[config.mk]
export PLATFORM = sky130hd
export DESIGN_NAME = frt_timer
export DESIGN_NICKNAME = d
export VERILOG_FILES = /design/src/design/frt_pkg.sv /design/src/design/frt_timer.sv
export SDC_FILE = /design/constraint.sdc
export NUM_CORES = 1
export LEC_CHECK = 0
export BUFFER_PORTS_ARGS = -buffer_cell sky130_fd_sc_hd__buf_4
export CAP_MARGIN = 20
export CORE_AREA = 2 2 88 90
export CTS_BUF_LIST = sky130_fd_sc_hd__clkbuf_4 sky130_fd_sc_hd__clkbuf_8
export DETAILED_ROUTE_END_ITERATION = 10
export DIE_AREA = 0 0 90 92
export GPL_TIMING_DRIVEN = 0
export PLACE_DENSITY = 0.78
export SYNTH_ARGS = -nofsm -noshare
export SYNTH_HDL_FRONTEND = slang
export SYNTH_SLANG_ARGS = --single-unit
export TNS_END_PERCENT = 20
[constraint.sdc]
create_clock -name clk_sys_i -period 2.5 [get_ports clk_sys_i]
set_input_delay 0.25 -clock clk_sys_i [delete_from_list [all_inputs] [get_ports clk_sys_i]]
set_output_delay 0.25 -clock clk_sys_i [all_outputs]
set_load 0.02 [all_outputs]
[src/design/frt_pkg.sv]
// frt_pkg: constants and types for the free-running capture timer.
// assumes byte registers on an 8-bit address space.
package frt_pkg;
  localparam int unsigned ADDR_W = 8;
  localparam int unsigned DATA_W = 8;
  localparam int unsigned CNT_W  = 16;
  localparam int unsigned PRE_W  = 2;

  localparam logic [7:0] OFS_CTRL    = 8'h12;
  localparam logic [7:0] OFS_STATUS  = 8'h13;
  localparam logic [7:0] OFS_CAP_HI  = 8'h14;
  localparam logic [7:0] OFS_CAP_LO  = 8'h15;
  localparam logic [7:0] OFS_CAP_CFG = 8'h16;
  localparam logic [7:0] OFS_CNT_HI  = 8'h18;
  localparam logic [7:0] OFS_CNT_LO  = 8'h19;
  localparam logic [7:0] OFS_ALT_HI  = 8'h1A;
  localparam logic [7:0] OFS_ALT_LO  = 8'h1B;

  // bit positions
  localparam int unsigned BIT_CAP_IE   = 7;
  localparam int unsigned BIT_WRAP_IE  = 5;
  localparam int unsigned BIT_EDGE     = 1;
  localparam int unsigned BIT_CAP_FLAG = 7;
  localparam int unsigned BIT_WRAP_FLG = 5;
  localparam int unsigned BIT_CMP_SEL  = 0;

  localparam logic [15:0] CNT_RESET  = 16'hFFFC;
  localparam logic [15:0] CNT_MAX    = 16'hFFFF;
  localparam logic [1:0]  PRE_LAST   = 2'h3;
  localparam logic [7:0]  READ_ZERO  = 8'h00;
  localparam int unsigned STARTUP_DEF = 4064;

  typedef struct packed {
    logic cap_irq_enable;
    logic wrap_irq_enable;
    logic cmp_select;
  } frt_ctrl_s;
endpackage : frt_pkg

[src/design/frt_timer.sv]
// frt_timer: 16-bit free-running counter, prescaler, coherent byte
// reads, wrap flag, input capture front end.
// assumes one clock, synchronous bus master, capture pins asynchronous.
`timescale 1ns/1ps
module frt_timer #(
  parameter int unsigned STARTUP_CYCLES = frt_pkg::STARTUP_DEF
) (
  input  wire logic       clk_sys_i,
  input  wire logic       rst_n_i,
  input  wire logic [7:0] addr_i,
  input  wire logic [7:0] wdata_i,
  input  wire logic       wr_i,
  input  wire logic       rd_i,
  output logic      [7:0] rdata_o,
  input  wire logic       cap_schmitt_i,
  input  wire logic       cap_comparator_i,
  output logic            cmp_enable_o,
  output logic            irq_o
);
  localparam int unsigned SU_W = $clog2(STARTUP_CYCLES + 1);
  localparam logic [SU_W-1:0] SU_LAST = SU_W'(STARTUP_CYCLES);

  logic [SU_W-1:0]  su_cnt;
  logic             running;
  logic [1:0]       pre;
  logic             tick;
  logic [15:0]      count;
  frt_pkg::frt_ctrl_s ctrl;
  logic             edge_sel;
  logic             wrap_flag;
  logic             cap_flag;
  logic             wrap_armed;
  logic             cap_armed;
  logic [7:0]       lo_hold;
  logic             lo_frozen;
  logic [7:0]       alt_hold;
  logic             alt_frozen;
  logic [15:0]      cap_val;
  logic             cap_inhibit;
  logic [1:0]       sch_sync;
  logic [1:0]       cmp_sync;
  logic             cap_now;
  logic             cap_prev;
  logic             cap_edge;

  // bus decode
  logic rd_ctrl, rd_stat, rd_chi, rd_clo, rd_ahi, rd_alo, rd_pchi, rd_pclo;
  assign rd_ctrl = rd_i && addr_i == frt_pkg::OFS_CTRL;
  assign rd_stat = rd_i && addr_i == frt_pkg::OFS_STATUS;
  assign rd_chi  = rd_i && addr_i == frt_pkg::OFS_CNT_HI;
  assign rd_clo  = rd_i && addr_i == frt_pkg::OFS_CNT_LO;
  assign rd_ahi  = rd_i && addr_i == frt_pkg::OFS_ALT_HI;
  assign rd_alo  = rd_i && addr_i == frt_pkg::OFS_ALT_LO;
  assign rd_pchi = rd_i && addr_i == frt_pkg::OFS_CAP_HI;
  assign rd_pclo = rd_i && addr_i == frt_pkg::OFS_CAP_LO;

  // start-up delay after reset release
  always_ff @(posedge clk_sys_i or negedge rst_n_i) begin
    if (!rst_n_i) begin
      su_cnt  <= '0;
      running <= 1'b0;
    end else if (!running) begin
      su_cnt  <= su_cnt + 1'b1;
      running <= su_cnt == SU_LAST - 1'b1;
    end
  end

  // prescaler; tick marks the cycle the count moves
  always_ff @(posedge clk_sys_i or negedge rst_n_i) begin
    if (!rst_n_i) pre <= '0;
    else if (running) pre <= pre + 1'b1;
  end
  assign tick = running && pre == frt_pkg::PRE_LAST;

  // count changes only on tick; bus writes never reach it
  always_ff @(posedge clk_sys_i or negedge rst_n_i) begin
    if (!rst_n_i) count <= frt_pkg::CNT_RESET;
    else if (tick) count <= count + 1'b1;
  end

  always_ff @(posedge clk_sys_i or negedge rst_n_i) begin
    if (!rst_n_i) ctrl <= '0;
    else if (wr_i && addr_i == frt_pkg::OFS_CTRL) begin
      ctrl.cap_irq_enable  <= wdata_i[frt_pkg::BIT_CAP_IE];
      ctrl.wrap_irq_enable <= wdata_i[frt_pkg::BIT_WRAP_IE];
    end else if (wr_i && addr_i == frt_pkg::OFS_CAP_CFG)
      ctrl.cmp_select <= wdata_i[frt_pkg::BIT_CMP_SEL];
  end

  // edge select survives reset, so no reset term here
  always_ff @(posedge clk_sys_i) begin
    if (wr_i && addr_i == frt_pkg::OFS_CTRL)
      edge_sel <= wdata_i[frt_pkg::BIT_EDGE];
  end

  // coherent low-byte latches, primary and alternate
  always_ff @(posedge clk_sys_i or negedge rst_n_i) begin
    if (!rst_n_i) begin
      lo_frozen <= 1'b0;
      lo_hold   <= '0;
    end else if (rd_chi) begin
      if (!lo_frozen) lo_hold <= count[7:0];
      lo_frozen <= 1'b1;
    end else if (rd_clo) lo_frozen <= 1'b0;
  end

  always_ff @(posedge clk_sys_i or negedge rst_n_i) begin
    if (!rst_n_i) begin
      alt_frozen <= 1'b0;
      alt_hold   <= '0;
    end else if (rd_ahi) begin
      if (!alt_frozen) alt_hold <= count[7:0];
      alt_frozen <= 1'b1;
    end else if (rd_alo) alt_frozen <= 1'b0;
  end

  // flags are not reset; set beats a same-cycle clear
  logic wrap_set;
  assign wrap_set = tick && count == frt_pkg::CNT_MAX;
  always_ff @(posedge clk_sys_i) begin
    if (wrap_set) wrap_flag <= 1'b1;
    else if (rd_clo && wrap_armed) wrap_flag <= 1'b0;
  end

  always_ff @(posedge clk_sys_i or negedge rst_n_i) begin
    if (!rst_n_i) wrap_armed <= 1'b0;
    else if (rd_stat && wrap_flag) wrap_armed <= 1'b1;
    else if (rd_clo) wrap_armed <= 1'b0;
  end

  // capture front end; input mux after the synchronisers
  always_ff @(posedge clk_sys_i or negedge rst_n_i) begin
    if (!rst_n_i) begin
      sch_sync <= '0;
      cmp_sync <= '0;
    end else begin
      sch_sync <= {sch_sync[0], cap_schmitt_i};
      cmp_sync <= {cmp_sync[0], cap_comparator_i};
    end
  end
  // switching the path can look like an edge; software masks it first
  assign cap_now = ctrl.cmp_select ? cmp_sync[1] : sch_sync[1];

  always_ff @(posedge clk_sys_i or negedge rst_n_i) begin
    if (!rst_n_i) cap_prev <= 1'b0;
    else cap_prev <= cap_now;
  end
  assign cap_edge = edge_sel ? (cap_now && !cap_prev)
                             : (!cap_now && cap_prev);

  always_ff @(posedge clk_sys_i or negedge rst_n_i) begin
    if (!rst_n_i) cap_inhibit <= 1'b0;
    else if (rd_pchi) cap_inhibit <= 1'b1;
    else if (rd_pclo) cap_inhibit <= 1'b0;
  end

  // capture value and flag are untouched by reset
  always_ff @(posedge clk_sys_i) begin
    if (cap_edge && !cap_inhibit) cap_val <= count;
  end

  always_ff @(posedge clk_sys_i) begin
    if (cap_edge) cap_flag <= 1'b1;
    else if (rd_pclo && cap_armed) cap_flag <= 1'b0;
  end

  always_ff @(posedge clk_sys_i or negedge rst_n_i) begin
    if (!rst_n_i) cap_armed <= 1'b0;
    else if (rd_stat && cap_flag) cap_armed <= 1'b1;
    else if (rd_pclo) cap_armed <= 1'b0;
  end

  always_ff @(posedge clk_sys_i or negedge rst_n_i) begin
    if (!rst_n_i) begin
      irq_o        <= 1'b0;
      cmp_enable_o <= 1'b0;
    end else begin
      irq_o <= (wrap_flag && ctrl.wrap_irq_enable)
             || (cap_flag && ctrl.cap_irq_enable);
      cmp_enable_o <= ctrl.cmp_select;
    end
  end

  // read data: one cycle after the strobe, zero otherwise
  logic [7:0] next_rdata;
  always_comb begin
    next_rdata = frt_pkg::READ_ZERO;
    if (rd_i) begin
      unique case (addr_i)
        frt_pkg::OFS_CTRL: begin
          next_rdata[frt_pkg::BIT_CAP_IE]  = ctrl.cap_irq_enable;
          next_rdata[frt_pkg::BIT_WRAP_IE] = ctrl.wrap_irq_enable;
          next_rdata[frt_pkg::BIT_EDGE]    = edge_sel;
        end
        frt_pkg::OFS_STATUS: begin
          next_rdata[frt_pkg::BIT_CAP_FLAG] = cap_flag;
          next_rdata[frt_pkg::BIT_WRAP_FLG] = wrap_flag;
        end
        frt_pkg::OFS_CAP_CFG:
          next_rdata[frt_pkg::BIT_CMP_SEL] = ctrl.cmp_select;
        frt_pkg::OFS_CAP_HI: next_rdata = cap_val[15:8];
        frt_pkg::OFS_CAP_LO: next_rdata = cap_val[7:0];
        frt_pkg::OFS_CNT_HI: next_rdata = count[15:8];
        frt_pkg::OFS_CNT_LO:
          next_rdata = lo_frozen ? lo_hold : count[7:0];
        frt_pkg::OFS_ALT_HI: next_rdata = count[15:8];
        frt_pkg::OFS_ALT_LO:
          next_rdata = alt_frozen ? alt_hold : count[7:0];
        default: next_rdata = frt_pkg::READ_ZERO;
      endcase
    end
  end

  always_ff @(posedge clk_sys_i or negedge rst_n_i) begin
    if (!rst_n_i) rdata_o <= '0;
    else rdata_o <= next_rdata;
  end
endmodule : frt_timer

==> impl_metrics.ini <==
[sta]
relSlewSlack_pct = 42.2
timing.final.max_slew_violations = 0
holdWs_ps = -14.1
timing.final.crit_period_ps = 2190
grt_setup_unrepaired = no
finalCritPeriodShare_pct = 87.6
hold_viol_final = 19
fmaxAchievable_ghz = 0.457
setup_viol = 0
worst_slew_pin_slew_ps = 867
setup_skew_after_layout_ps = 11.7
setup_tns_ps = 0

[worst_hold_path]
timing.hold.worst.class = in -> async

[route]
initial_drc_count = 221
routed-via-count = 2726
route.detailed.vias_per_inst = 5.73
routed_wirelength_mm = 8.07
post_route_ant_nets = 0
detail_route.first_pass.iterations = 5
post_drt_wl_per_cell_um = 16.9
post-route-drc-count = 0

[logic_synthesis]
synth_largest_type_area_fraction_pct = 34.4
number_of_cells_produced_by_synthesis = 329
netlist_top_cells_area = sky130_fd_sc_hd__dfrtp_1 34%, sky130_fd_sc_hd__edfxtp_1 13%, sky130_fd_sc_hd__dfstp_2 9.0%, sky130_fd_sc_hd__mux2_2 8.3%, sky130_fd_sc_hd__mux2i_1 3.7%
cell_area_after_technology_mapping_mm2 = 0.00408
synth_simple_gate_area_share_pct = 13.3
syn_nets = 354
post_synth_mux_area_share_pct = 12.3
synth_enable_flop_cells = 17
ys_dominant_reg_cell = sky130_fd_sc_hd__dfrtp_1
post_synth_xor_area_fraction_pct = 5.80
yosysWarningCount = 0
synth_top_area_cell = sky130_fd_sc_hd__dfrtp_1
synth_seq_area_share_pct = 56.9
yosys.area_share.adder_pct = 0.921
synth_compound_area_share_pct = 7.95
yosys_register_bits = 89
async_reset_ff_share_pct = 78.7
yosysUniqueCellTypes = 56
synth_top_family_by_area = simple AND/OR/NAND/NOR gates
post_synth.cell_area_avg_um2 = 12.4

[final_layout]
antennaDiodeCount = 0
area_growth_pct = 13.1
nets = 394
drive_above_1_share_pct = 27.3

[placement]
portBuffers = 26
gp_congestion = 0.826
dp_hpwl_mm = 5.58

[global_route]
grt_pass1_vias = 2733
grt_first_pass_wirelength_mm = 13.4
antenna_found_initial = 0
grtUsageTotal_pct = 20.9
largest_net_degree_at_the_start_of_global_routing = 71
grt_overflow_total = 0

[critical_path]
start_kind = register
type_of_destination_of_the_critical_path = register
reg2reg_depth = 4
ff2ff_setup_slack_ps = 310
worst-endpoint-arrival_ps = 2250
regToRegStartpoint = ctrl[0]$_DFFE_PN0P_
critPathRequiredTime_ps = 2560
worst_r2r_endpoint = cap_val[4]$_DFFE_PP_
setup_crit_path_kind = reg -> reg
critPathMaxFanout = 9

[clocking]
worst_setup_hold_path_clk_slew_ps = 90
clock_path_buffers = 2
cts_root_buffer = sky130_fd_sc_hd__clkbuf_8
clkLatencyLatePin_ps = 360
numCtsBuffers = 9
cts_setup_buffers = 0
cts_hold_repair.buffers = 2
htreeDepth = 3
ctsResizeCount = 0
cts_num_sinks = 89
tritoncts = done

[run]
drv.max_cap_violation_count = 0

[floorplan]
die_area_mm2 = 0.00828
core_region_area_mm2 = 0.00745
floorplan.die.width_um = 90
initial_core_util_pct = 54.7
die-height_um = 92
ios = 32
placementRows = 32

[run_status]
violations = hold timing
run_status = finished with violations

[pwr]
power.density_mw_per_mm2 = 567
vdd_drop_max_mv = 0.401
leakage_nw = 1.94
kinds of logic (layout without fill, tap and decap cells):
family / after synthesis / count (layout)
AOI/OAI and AO/OA: 43 / 43
xor gates and xnor gates: 27 / 27
adders and majority gates: 3 / 3
buffers and inverters: 25 / 70
DFF: 89 / 89
muxes: 46 / 46
and+or+nand+nor: 96 / 96
power breakdown:
part	internal, mW	switching [mW]	total (mW)	leakage, nW
combinational	0.0656	0.102	0.168	0.803
sequential	1.50	0.0114	1.52	1.04
clock	0.381	0.550	0.931	0.0929
stage by stage:
step / util (%) / total power, mW / worst slack, ps / cell area [um^2] / instances
floorplan: - / 1.63 / 678 / 4080 / 329
finish: 61.9 / 2.61 / 310 / 4610 / 476
global route: 61.9 / 2.71 / 130 / 4610 / 476
detailed placement: 59.2 / 1.71 / 273 / 4410 / 458
CTS: 61.9 / 2.63 / 253 / 4610 / 476
global placement: 59.1 / 1.71 / 115 / 4400 / 457
cell usage in the layout, fill, tap and decap left out, drive strengths merged, types with 3 or more instances in the layout:
cell type  count
a211oi         4
a21boi         3
a21oi          3
a22oi          3
a32oi          3
and3           6
buf           31
clkbuf        21
dfrtp         56
dfstp         14
edfxtp        17
ha             3
inv           14
mux2          31
mux2i         15
nand2         19
nand2b         5
nand3         15
nand4          5
nor2          18
nor2b          7
nor3           8
o21ai          6
o22ai          3
xnor2         17
xor2          10
Yosys cell counts (3+ instances only):
master	number
sky130_fd_sc_hd__dfrtp_1	56
sky130_fd_sc_hd__nand2b_1	5
sky130_fd_sc_hd__a211oi_1	4
sky130_fd_sc_hd__clkbuf_1	12
sky130_fd_sc_hd__and3_1	5
sky130_fd_sc_hd__mux2_2	30
sky130_fd_sc_hd__inv_1	9
sky130_fd_sc_hd__o21ai_0	6
sky130_fd_sc_hd__nand2_1	18
sky130_fd_sc_hd__o22ai_1	3
sky130_fd_sc_hd__nor3_1	6
sky130_fd_sc_hd__dfstp_2	14
sky130_fd_sc_hd__nand4_1	5
sky130_fd_sc_hd__nand3_1	14
sky130_fd_sc_hd__a21boi_0	3
sky130_fd_sc_hd__nor2b_1	7
sky130_fd_sc_hd__nor2_1	18
sky130_fd_sc_hd__a22oi_1	3
sky130_fd_sc_hd__ha_1	3
sky130_fd_sc_hd__mux2i_1	15
sky130_fd_sc_hd__a21oi_1	3
sky130_fd_sc_hd__edfxtp_1	17
sky130_fd_sc_hd__xnor2_1	17
sky130_fd_sc_hd__xor2_1	10
sky130_fd_sc_hd__a32oi_1	3
state kept, by name (all words and copies together) (netlist names), 2 cells and up:
register	flops
rdata_o	8
lo_hold	8
count	16
pre	2
alt_hold	8
su_cnt	12
sch_sync	2
ctrl	3
cmp_sync	2
cap_val	16
layer usage:
layer	vias to the layer above	share of wire [%]	routed length (um)	track usage (%)
li1	1267	-	-	-
met1	1344	44	3580	27.6
met2	95	47	3790	32.6
met3	20	5.6	454	4.85
met4	0	3.0	243	10.9
met5	-	0	0	0
critical path, cell delays in order, from the launching register on:
cell and delay [ps]:
sky130_fd_sc_hd__dfrtp_1 450, sky130_fd_sc_hd__mux2i_1 340, sky130_fd_sc_hd__a22oi_1 170, sky130_fd_sc_hd__nor2_1 630, sky130_fd_sc_hd__buf_4 310
worst max-delay path by stage:
stage	end	start	slack (ps)	cells past startpoint
after CTS	cap_val[4]$_DFFE_PP_	ctrl[0]$_DFFE_PN0P_	250	4
final	cap_val[4]$_DFFE_PP_	ctrl[0]$_DFFE_PN0P_	310	4
after global placement	cap_val[4]$_DFFE_PP_	ctrl[0]$_DFFE_PN0P_	110	3
after detailed placement	cap_val[4]$_DFFE_PP_	ctrl[0]$_DFFE_PN0P_	270	4
after floorplan	cap_val[0]$_DFFE_PP_	ctrl[0]$_DFFE_PN0P_	680	3
after global routing	cap_val[4]$_DFFE_PP_	ctrl[0]$_DFFE_PN0P_	130	4
final cells by class:
type	count	area, um^2
Tap cell	102	128
Clock buffer	9	124
Multi-Input combinational cell	215	1640
Inverter	9	33.8
Sequential cell	89	2320
Fill cell	603	2840
Clock inverter	7	58.8
Timing Repair Buffer	29	223
Buffer	16	77.6
No activity file was read; power rests on OpenSTA's default activity.
